## src/hw/gei_regs.vh

```
// Register map, reset values and field positions of the edge event block
`ifndef GEI_REGS_VH
`define GEI_REGS_VH

`define GEI_OFF_BLOCK_UPPER 8'h08
`define GEI_OFF_BLOCK_LOWER 8'h09
`define GEI_OFF_SEL_15_12 8'h0A
`define GEI_OFF_SEL_7_4 8'h0B
`define GEI_OFF_SEL_11_8 8'h0C
`define GEI_OFF_SEL_3_0 8'h0D
`define GEI_OFF_SRC_UPPER 8'h0E
`define GEI_OFF_SRC_LOWER 8'h0F
`define GEI_OFF_EVT_UPPER 8'h10
`define GEI_OFF_EVT_LOWER 8'h11
`define GEI_OFF_LOOKUP_MODE 8'h20

`define GEI_RST_BLOCK 8'hFF
`define GEI_RST_SEL 8'h00
`define GEI_RST_SRC 8'h00
`define GEI_RST_EVT 8'h00
`define GEI_RST_LOOKUP_MODE 8'h00

`define GEI_LOOKUP_MODE_HI 5
`define GEI_LOOKUP_MODE_LO 4

`define GEI_SEL_NONE 2'h0
`define GEI_SEL_RISE 2'h1
`define GEI_SEL_FALL 2'h2
`define GEI_SEL_BOTH 2'h3

`define GEI_MODE_GPIO 2'h0
`define GEI_MODE_PIN14 2'h1
`define GEI_MODE_PIN15 2'h2

`define GEI_DEV_ADDR 7'h20

`endif

```

## src/hw/gei_i2c_slave.v

```verilog
// Two-wire register port slave with pointer auto-increment
`timescale 1ns/1ps
`include "gei_regs.vh"
module gei_i2c_slave #(
  parameter [6:0] DEV_ADDR = `GEI_DEV_ADDR
) (
  // Clock and reset
  input wire clk,
  input wire sys_rst,
  // Link pins
  input wire scl_i,
  input wire sda_i,
  output wire sda_o,
  output reg sda_oe,
  // Register side
  output reg [7:0] reg_ptr,
  input wire [7:0] rd_data,
  output reg wr_stb,
  output reg [7:0] wr_addr,
  output reg [7:0] wr_data
);
  localparam [2:0] ST_IDLE = 3'h0;
  localparam [2:0] ST_ADDR = 3'h1;
  localparam [2:0] ST_ACK_A = 3'h2;
  localparam [2:0] ST_WRITE = 3'h3;
  localparam [2:0] ST_ACK_W = 3'h4;
  localparam [2:0] ST_READ = 3'h5;
  localparam [2:0] ST_MACK = 3'h6;

  reg [2:0] scl_s;
  reg [2:0] sda_s;
  reg scl_f;
  reg sda_f;
  reg scl_q;
  reg sda_q;
  reg [2:0] state_r;
  reg [3:0] bitcnt_r;
  reg [7:0] shreg_r;
  reg rnw_r;
  reg first_r;
  wire scl_rise;
  wire scl_fall;
  wire start_c;
  wire stop_c;

  assign sda_o = 1'b0;

  // Three-stage sampling, accept a level once stages two and three agree
  always @(posedge clk) begin
    if (sys_rst) begin
      scl_s <= 3'h7;
      sda_s <= 3'h7;
      scl_f <= 1'b1;
      sda_f <= 1'b1;
      scl_q <= 1'b1;
      sda_q <= 1'b1;
    end else begin
      scl_s <= {scl_s[1:0], scl_i};
      sda_s <= {sda_s[1:0], sda_i};
      if (scl_s[1] == scl_s[2])
        scl_f <= scl_s[2];
      if (sda_s[1] == sda_s[2])
        sda_f <= sda_s[2];
      scl_q <= scl_f;
      sda_q <= sda_f;
    end
  end

  assign scl_rise = scl_f & ~scl_q;
  assign scl_fall = ~scl_f & scl_q;
  assign start_c = scl_f & scl_q & sda_q & ~sda_f;
  assign stop_c = scl_f & scl_q & ~sda_q & sda_f;

  always @(posedge clk) begin
    if (sys_rst) begin
      state_r <= ST_IDLE;
      bitcnt_r <= 4'h0;
      shreg_r <= 8'h00;
      rnw_r <= 1'b0;
      first_r <= 1'b0;
      sda_oe <= 1'b0;
      reg_ptr <= 8'h00;
      wr_stb <= 1'b0;
      wr_addr <= 8'h00;
      wr_data <= 8'h00;
    end else begin
      wr_stb <= 1'b0;
      if (start_c) begin
        state_r <= ST_ADDR;
        bitcnt_r <= 4'h0;
        sda_oe <= 1'b0;
      end else if (stop_c) begin
        state_r <= ST_IDLE;
        sda_oe <= 1'b0;
      end else if (scl_rise) begin
        case (state_r)
          ST_ADDR, ST_WRITE: begin
            shreg_r <= {shreg_r[6:0], sda_f};
            bitcnt_r <= bitcnt_r + 4'h1;
          end
          ST_READ: bitcnt_r <= bitcnt_r + 4'h1;
          ST_MACK: begin
            if (sda_f)
              state_r <= ST_IDLE;
          end
          default: ;
        endcase
      end else if (scl_fall) begin
        case (state_r)
          ST_ADDR: begin
            if (bitcnt_r == 4'h8) begin
              if (shreg_r[7:1] == DEV_ADDR) begin
                rnw_r <= shreg_r[0];
                sda_oe <= 1'b1;
                state_r <= ST_ACK_A;
              end else begin
                state_r <= ST_IDLE;
              end
            end
          end
          ST_ACK_A: begin
            bitcnt_r <= 4'h0;
            if (rnw_r) begin
              shreg_r <= rd_data;
              sda_oe <= ~rd_data[7];
              state_r <= ST_READ;
            end else begin
              sda_oe <= 1'b0;
              first_r <= 1'b1;
              state_r <= ST_WRITE;
            end
          end
          ST_WRITE: begin
            if (bitcnt_r == 4'h8) begin
              sda_oe <= 1'b1;
              state_r <= ST_ACK_W;
              if (first_r) begin
                reg_ptr <= shreg_r;
                first_r <= 1'b0;
              end else begin
                wr_stb <= 1'b1;
                wr_addr <= reg_ptr;
                wr_data <= shreg_r;
                reg_ptr <= reg_ptr + 8'h01;
              end
            end
          end
          ST_ACK_W: begin
            sda_oe <= 1'b0;
            bitcnt_r <= 4'h0;
            state_r <= ST_WRITE;
          end
          ST_READ: begin
            if (bitcnt_r == 4'h8) begin
              sda_oe <= 1'b0;
              reg_ptr <= reg_ptr + 8'h01;
              state_r <= ST_MACK;
            end else begin
              shreg_r <= {shreg_r[6:0], 1'b0};
              sda_oe <= ~shreg_r[6];
            end
          end
          ST_MACK: begin
            bitcnt_r <= 4'h0;
            shreg_r <= rd_data;
            sda_oe <= ~rd_data[7];
            state_r <= ST_READ;
          end
          default: state_r <= ST_IDLE;
        endcase
      end
    end
  end
endmodule

```

## src/hw/gei_irq_status.v

```verilog
// Edge event detection, interrupt source status and upper-nibble lookup
`timescale 1ns/1ps
`include "gei_regs.vh"
module gei_irq_status #(
  parameter NPINS = 16,
  parameter [6:0] DEV_ADDR = `GEI_DEV_ADDR
) (
  // Clock and reset
  input wire clk,
  input wire sys_rst,
  // Two-wire register port
  input wire scl_i,
  input wire sda_i,
  output wire sda_o,
  output wire sda_oe,
  // GPIO pin levels
  input wire [NPINS-1:0] gpio_in,
  // Lookup tables for the upper nibble
  input wire [3:0] lut_pin14,
  input wire [7:0] lut_pin15,
  // Lookup outputs for pins 15:12
  output reg [3:0] lut_drive,
  output reg [3:0] lut_oe,
  // Interrupt pin, open drain
  output wire irq_out_n_o,
  output wire irq_out_n_oe
);
  reg [NPINS-1:0] pin_s1_r;
  reg [NPINS-1:0] pin_s2_r;
  reg [NPINS-1:0] pin_s3_r;
  reg [NPINS-1:0] pin_f_r;
  reg pin_valid_r;
  reg [7:0] irq_block_upper_bank;
  reg [7:0] irq_block_lower_bank;
  reg [7:0] sel_15_12_r;
  reg [7:0] sel_7_4_r;
  reg [7:0] sel_11_8_r;
  reg [7:0] sel_3_0_r;
  reg [7:0] irq_source_upper_bank;
  reg [7:0] irq_source_lower_bank;
  reg [7:0] edge_event_upper_bank;
  reg [7:0] edge_event_lower_bank;
  reg [7:0] lookup_mode_upper_bank;
  reg [7:0] rd_data;
  reg [3:0] lut_drive_nxt;
  reg [3:0] lut_oe_nxt;
  wire [7:0] reg_ptr;
  wire wr_stb;
  wire [7:0] wr_addr;
  wire [7:0] wr_data;
  wire [2*NPINS-1:0] edge_select;
  wire [NPINS-1:0] edge_hit;
  wire [NPINS-1:0] irq_block;
  wire [NPINS-1:0] src_all;
  wire [NPINS-1:0] evt_all;
  wire [NPINS-1:0] clr_w;
  wire [NPINS-1:0] src_nxt;
  wire [NPINS-1:0] evt_nxt;
  wire [1:0] lookup_mode_upper_nibble;

  function wr_hit;
    input stb;
    input [7:0] addr;
    input [7:0] off;
    begin
      wr_hit = stb & (addr == off);
    end
  endfunction

  function edge_match;
    input [1:0] sel;
    input prev;
    input cur;
    begin
      case (sel)
        `GEI_SEL_RISE: edge_match = ~prev & cur;
        `GEI_SEL_FALL: edge_match = prev & ~cur;
        `GEI_SEL_BOTH: edge_match = prev ^ cur;
        default: edge_match = 1'b0;
      endcase
    end
  endfunction

  gei_i2c_slave #(
    .DEV_ADDR(DEV_ADDR)
  ) u_port (
    .clk(clk),
    .sys_rst(sys_rst),
    .scl_i(scl_i),
    .sda_i(sda_i),
    .sda_o(sda_o),
    .sda_oe(sda_oe),
    .reg_ptr(reg_ptr),
    .rd_data(rd_data),
    .wr_stb(wr_stb),
    .wr_addr(wr_addr),
    .wr_data(wr_data)
  );

  // Pin sampling; pin_valid_r masks edges only in the first cycle, while pin_f_r loads pin_s3_r, still zero from reset
  always @(posedge clk) begin
    if (sys_rst) begin
      pin_s1_r <= {NPINS{1'b0}};
      pin_s2_r <= {NPINS{1'b0}};
      pin_s3_r <= {NPINS{1'b0}};
      pin_f_r <= {NPINS{1'b0}};
      pin_valid_r <= 1'b0;
    end else begin
      pin_s1_r <= gpio_in;
      pin_s2_r <= pin_s1_r;
      pin_s3_r <= pin_s2_r;
      pin_valid_r <= 1'b1;
      if (!pin_valid_r)
        pin_f_r <= pin_s3_r;
      else
        pin_f_r <= (pin_s2_r & pin_s3_r) | (pin_f_r & (pin_s2_r ^ pin_s3_r));
    end
  end

  assign edge_select = {sel_15_12_r, sel_11_8_r, sel_7_4_r, sel_3_0_r};
  assign irq_block = {irq_block_upper_bank, irq_block_lower_bank};
  assign src_all = {irq_source_upper_bank, irq_source_lower_bank};
  assign evt_all = {edge_event_upper_bank, edge_event_lower_bank};

  // Stable-level change once stages agree, filtered by edge select
  genvar gi;
  generate
    for (gi = 0; gi < NPINS; gi = gi + 1) begin : g_pin
      wire agreed_cur;
      assign agreed_cur = (pin_s2_r[gi] == pin_s3_r[gi]) ? pin_s3_r[gi] : pin_f_r[gi];
      assign edge_hit[gi] = pin_valid_r
        & edge_match(edge_select[2*gi+1:2*gi], pin_f_r[gi], agreed_cur);
    end
  endgenerate

  // Either register's write-one clears both bits of the pin
  assign clr_w[15:8] = (wr_hit(wr_stb, wr_addr, `GEI_OFF_SRC_UPPER) ? wr_data : 8'h00)
    | (wr_hit(wr_stb, wr_addr, `GEI_OFF_EVT_UPPER) ? wr_data : 8'h00);
  assign clr_w[7:0] = (wr_hit(wr_stb, wr_addr, `GEI_OFF_SRC_LOWER) ? wr_data : 8'h00)
    | (wr_hit(wr_stb, wr_addr, `GEI_OFF_EVT_LOWER) ? wr_data : 8'h00);

  // A new edge in the clearing cycle wins over the clear
  assign evt_nxt = (evt_all & ~clr_w) | edge_hit;
  assign src_nxt = (src_all & ~clr_w) | (edge_hit & ~irq_block);

  always @(posedge clk) begin
    if (sys_rst) begin
      irq_block_upper_bank <= `GEI_RST_BLOCK;
      irq_block_lower_bank <= `GEI_RST_BLOCK;
      sel_15_12_r <= `GEI_RST_SEL;
      sel_7_4_r <= `GEI_RST_SEL;
      sel_11_8_r <= `GEI_RST_SEL;
      sel_3_0_r <= `GEI_RST_SEL;
      irq_source_upper_bank <= `GEI_RST_SRC;
      irq_source_lower_bank <= `GEI_RST_SRC;
      edge_event_upper_bank <= `GEI_RST_EVT;
      edge_event_lower_bank <= `GEI_RST_EVT;
      lookup_mode_upper_bank <= `GEI_RST_LOOKUP_MODE;
    end else begin
      if (wr_hit(wr_stb, wr_addr, `GEI_OFF_BLOCK_UPPER))
        irq_block_upper_bank <= wr_data;
      if (wr_hit(wr_stb, wr_addr, `GEI_OFF_BLOCK_LOWER))
        irq_block_lower_bank <= wr_data;
      if (wr_hit(wr_stb, wr_addr, `GEI_OFF_SEL_15_12))
        sel_15_12_r <= wr_data;
      if (wr_hit(wr_stb, wr_addr, `GEI_OFF_SEL_7_4))
        sel_7_4_r <= wr_data;
      if (wr_hit(wr_stb, wr_addr, `GEI_OFF_SEL_11_8))
        sel_11_8_r <= wr_data;
      if (wr_hit(wr_stb, wr_addr, `GEI_OFF_SEL_3_0))
        sel_3_0_r <= wr_data;
      // Stored as written; reserved bits are the host's to keep at zero
      if (wr_hit(wr_stb, wr_addr, `GEI_OFF_LOOKUP_MODE))
        lookup_mode_upper_bank <= wr_data;
      irq_source_upper_bank <= src_nxt[15:8];
      irq_source_lower_bank <= src_nxt[7:0];
      edge_event_upper_bank <= evt_nxt[15:8];
      edge_event_lower_bank <= evt_nxt[7:0];
    end
  end

  // Read data for the register port; unmapped reads as zero
  always @* begin
    case (reg_ptr)
      `GEI_OFF_BLOCK_UPPER: rd_data = irq_block_upper_bank;
      `GEI_OFF_BLOCK_LOWER: rd_data = irq_block_lower_bank;
      `GEI_OFF_SEL_15_12: rd_data = sel_15_12_r;
      `GEI_OFF_SEL_7_4: rd_data = sel_7_4_r;
      `GEI_OFF_SEL_11_8: rd_data = sel_11_8_r;
      `GEI_OFF_SEL_3_0: rd_data = sel_3_0_r;
      `GEI_OFF_SRC_UPPER: rd_data = irq_source_upper_bank;
      `GEI_OFF_SRC_LOWER: rd_data = irq_source_lower_bank;
      `GEI_OFF_EVT_UPPER: rd_data = edge_event_upper_bank;
      `GEI_OFF_EVT_LOWER: rd_data = edge_event_lower_bank;
      `GEI_OFF_LOOKUP_MODE: rd_data = lookup_mode_upper_bank;
      default: rd_data = 8'h00;
    endcase
  end

  assign lookup_mode_upper_nibble =
    lookup_mode_upper_bank[`GEI_LOOKUP_MODE_HI:`GEI_LOOKUP_MODE_LO];

  // Lookup decode of the upper nibble
  always @* begin
    lut_drive_nxt = 4'h0;
    lut_oe_nxt = 4'h0;
    case (lookup_mode_upper_nibble)
      `GEI_MODE_PIN14: begin
        lut_oe_nxt[2] = 1'b1;
        lut_drive_nxt[2] = lut_pin14[pin_f_r[13:12]];
      end
      `GEI_MODE_PIN15: begin
        lut_oe_nxt[3] = 1'b1;
        lut_drive_nxt[3] = lut_pin15[pin_f_r[14:12]];
      end
      default: begin
        lut_drive_nxt = 4'h0;
        lut_oe_nxt = 4'h0;
      end
    endcase
  end

  always @(posedge clk) begin
    if (sys_rst) begin
      lut_drive <= 4'h0;
      lut_oe <= 4'h0;
    end else begin
      lut_drive <= lut_drive_nxt;
      lut_oe <= lut_oe_nxt;
    end
  end

  // Open drain: pulled low while any source bit is pending
  assign irq_out_n_o = 1'b0;
  assign irq_out_n_oe = |src_all;
endmodule

```

## config.mk

```make
export PLATFORM = sky130hd
export DESIGN_NAME = gei_irq_status
export DESIGN_NICKNAME = d
export VERILOG_FILES = /design/src/hw/gei_i2c_slave.v /design/src/hw/gei_irq_status.v
export VERILOG_INCLUDE_DIRS = /design/src /design/src/hw
export SDC_FILE = /design/constraint.sdc
export NUM_CORES = 1
export LEC_CHECK = 0
export BUFFER_PORTS_ARGS = -buffer_cell sky130_fd_sc_hd__buf_2
export CAP_MARGIN = 20
export CORE_UTILIZATION = 35
export CTS_BUF_LIST = sky130_fd_sc_hd__clkbuf_8
export DETAILED_ROUTE_END_ITERATION = 12
export MAX_ROUTING_LAYER = met4
export SKIP_LAST_GASP = 1
export SYNTH_ARGS = -nofsm -noshare
export SYNTH_HDL_FRONTEND = slang
export SYNTH_SLANG_ARGS = --single-unit
```

## constraint.sdc

```tcl
create_clock -name clk -period 2.4 [get_ports clk]
set_clock_uncertainty 0.05 [all_clocks]
set_input_delay 0.24 -clock clk [delete_from_list [all_inputs] [get_ports clk]]
set_output_delay 0.24 -clock clk [all_outputs]
set_load 0.1 [all_outputs]
```

==> results.md <==
* Outcome: completed
* I/O Pins at 44
* Post-Synth Simple-Gate Area at 17.92%
* Slew HR at 49.15%
* Die W at 170.5 µm
* Slew @ Worst Pin at 760.8 ps
* Commonest non-fill, non-tap cell in the layout: dfxtp_1
* Via density at 5.137
* Slowest library cell on the worst path: nor4_1
* RSZ-0062 raised after global routing: no
* XOR/XNOR Fraction of Synth Area at 0.3524%
* Sink Count at 210
* Post-CTS setup buffers at 0
* Final hold vios at 0
* Final period util at 97.02%
* Root Driver: clkbuf_8
* Fin. max-slew vios at 0
* Largest net degree at the start of global routing at 82
* WL/cell at 15.57 µm
* Final setup viols at 0
* Worst Hold Path EP: pin_s1_r[15]
* Final nets at 1287
* Startpoint Class: register
* Power Total at 7.320 mW
* CTS clock-pin slew for the worst setup and hold paths at 50 ps
* Cell area power density at 626.6 mW/mm²
* Max-Cap Viols at 0
* Worst hold-check path type: input port to register
* Initial drt markers at 490
* Crit-path max FO at 3
* Largest family of logic cells by synthesized area: simple AND/OR/NAND/NOR gates
* Final GP Congestion at 0.9205
* Via count at 8240
* Register area share after synthesis at 42.29%
* Critical setup path kind: register to primary output
* Mapped Area at 0.009941 mm²
* DP HPWL at 17580 µm
* Pleak at 4.366 nW
* CTS Buffer Depth at 3
* Gr usage total at 18.11%
* Main synth FF type: dfxtp_1
* Worst Reg-to-Reg Cells at 9
* Number of CTS-inserted buffers at 39
* Hold path cells at 2
* Ys Warns at 0
* First-pass GRT wire length at 40880 µm
* Initial core utilization at 35.68%
* Number of synthesized register bits at 210
* Final WL at 24980 µm
* Initial antenna violation count at 0
* Routed Antenna Nets at 0
* Mux contribution to synthesized area at 9.037%
* CTS tree: yes
* Post-synth EDFFs at 0
* Die height at 170.5 µm
* Crit path cell chain: nor4_1 > nand4_1 > buf_2
* Slowest stage delay, CP at 560 ps
* Final Critical Period at 2329 ps
* Critical path arrival at 2040 ps
* Worst EP required at 2110 ps
* Core Region at 0.02786 mm²
* Worst r2r src: u_port.reg_ptr[0]
* Hold_sp: sys_rst
* Fraction of layout cells with a size suffix above 1 at 14.27%
* Drt drc at 0
* CP Capture Type: primary output
* Rows at 61
* Max Fclk at 429.4 MHz
* Total grt overflow at 0
* Cells after Synth at 1125
* FFs w/ async S/R, synth at 0%
* Area delta synth->final at 17.51%
* Setup TNS Final at 0 ps
* Die area at 0.02908 mm²
* Netlist cell types at 65
* Synth Area in Compound Gates at 17.77%
* R2R Setup Slk at 130 ps
* H-tree depth at 2
* Drt first pass iters at 6
* Vias in the first global route at 7872
* Most frequent cells in the layout: dfxtp_1 (208), nor2_1 (114), nand2_1 (103)
* ANT cells at 0
* Worst vdd ir at 0.3781 mV
* Clock latency on the worst-skew pair at 530 ps
* Synth Area in Adders at 7.174%
* Worst r2r dst: u_port.shreg_r[0]
* Syn avg cell area at 8.836 µm²
* IO Port Bufs at 37
## layer usage
layer  global-route usage (%)  wire, µm  up-vias
li1                         -         -     4099
met1                    22.85     11370     3858
met2                    29.23     11550      238
met3                    2.938      1454       45
met4                    6.385       603        0
met5                        -         0        -
## critical path: cells and delay by family, from the launching register on
| kind | cells | cell delay, ps |
|---|---|---|
| flops | 1 | 340 |
| simple gates | 2 | 820 |
| buf+inv | 1 | 360 |
## final cells by class
cell class	count	area [µm²]
Timing Repair Buffer	94	714.4
Clock inverter	19	110.1
Multi-Input combinational cell	788	5245
Inverter	65	244.0
Tap cell	378	473.0
Sequential cell	210	4207
Clock buffer	50	688.2
Fill cell	2766	16180
## cell families (layout without fill, tap and decap cells)
kind of cell | after synthesis | count (layout)
simple gates | 364 | 364
fa+ha+maj | 57 | 57
buf+inv | 132 | 228
other cells | 1 | 6
flops | 210 | 210
xor+xnor | 4 | 4
mux | 84 | 84
compound gates | 273 | 273
## flip-flops by register name (all words and copies together) (netlist names), 16 cells and up
| register | count |
|---|---|
| pin_s1_r | 16 |
| pin_s2_r | 16 |
| pin_s3_r | 16 |
| pin_f_r | 16 |
## power breakdown
group | switching, mW | total (mW) | internal (mW)
registers | 0.0362 | 3.58 | 3.54
logic | 0.178 | 0.308 | 0.130
clock network | 1.46 | 3.44 | 1.98
## worst max-delay path by stage
stage / start / endpoint / slack [ps] / cells after the start
global placement: u_port.reg_ptr[0] / u_port.sda_oe / 160 / 8
global route: u_port.reg_ptr[0] / u_port.shreg_r[3] / 9 / 9
detailed placement: u_port.reg_ptr[0] / u_port.sda_oe / 50 / 8
finish: irq_source_upper_bank[6] / irq_out_n_oe / 70 / 3
floorplan: u_port.reg_ptr[0] / u_port.shreg_r[1] / 280 / 9
CTS: u_port.reg_ptr[0] / u_port.sda_oe / 40 / 8
## synth_stat cells, types with 3 or more instances
master	n	area (µm²)
nand4_1	6	37.54
a221oi_1	15	131.4
nand3_1	11	55.05
nand3b_1	24	180.2
and2_1	5	31.28
nor2_1	114	427.9
a2bb2oi_1	5	43.79
nand2_1	103	386.6
mux2i_1	65	650.6
buf_1	4	15.01
a21oi_1	76	380.4
o22ai_1	6	37.54
nor4_1	8	50.05
a22o_1	13	113.9
or2_2	7	43.79
nor3b_1	3	22.52
o21ai_0	69	345.3
nand2b_1	8	50.05
inv_1	65	244.0
xor2_1	3	26.28
ha_1	57	713.2
buf_2	4	20.02
nor2b_1	52	325.3
clkbuf_1	51	191.4
a211oi_1	23	172.7
dfxtp_1	210	4204
mux2_2	16	180.2
mux4_2	3	67.56
nor3_1	8	40.04
o31ai_1	3	22.52
a21boi_0	4	30.03
buf_4	6	45.04
a22oi_1	14	105.1
o211ai_1	18	135.1
## through the flow
step / area, µm² / util (%) / hold WS [ps] / setup WS (ps) / std cells
floorplan: 9960 / - / 293.8 / 283.5 / 1130
global placement: 10670 / 38.32 / 348.3 / 160.1 / 1517
detailed placement: 10670 / 38.32 / 346.1 / 51.52 / 1517
CTS: 11650 / 41.83 / 19.27 / 41.20 / 1604
global route: 11680 / 41.93 / 23.26 / 9.390 / 1604
finish: 11680 / 41.93 / 27.37 / 71.41 / 1604
## timing repair
item,4_1_cts,5_1_grt
gates resized for setup,0,7
hold buffers,18,0
endpoints found under the setup margin,0,11
endpoints found under the hold margin,18,0
No activity file was read; power rests on OpenSTA's default activity.
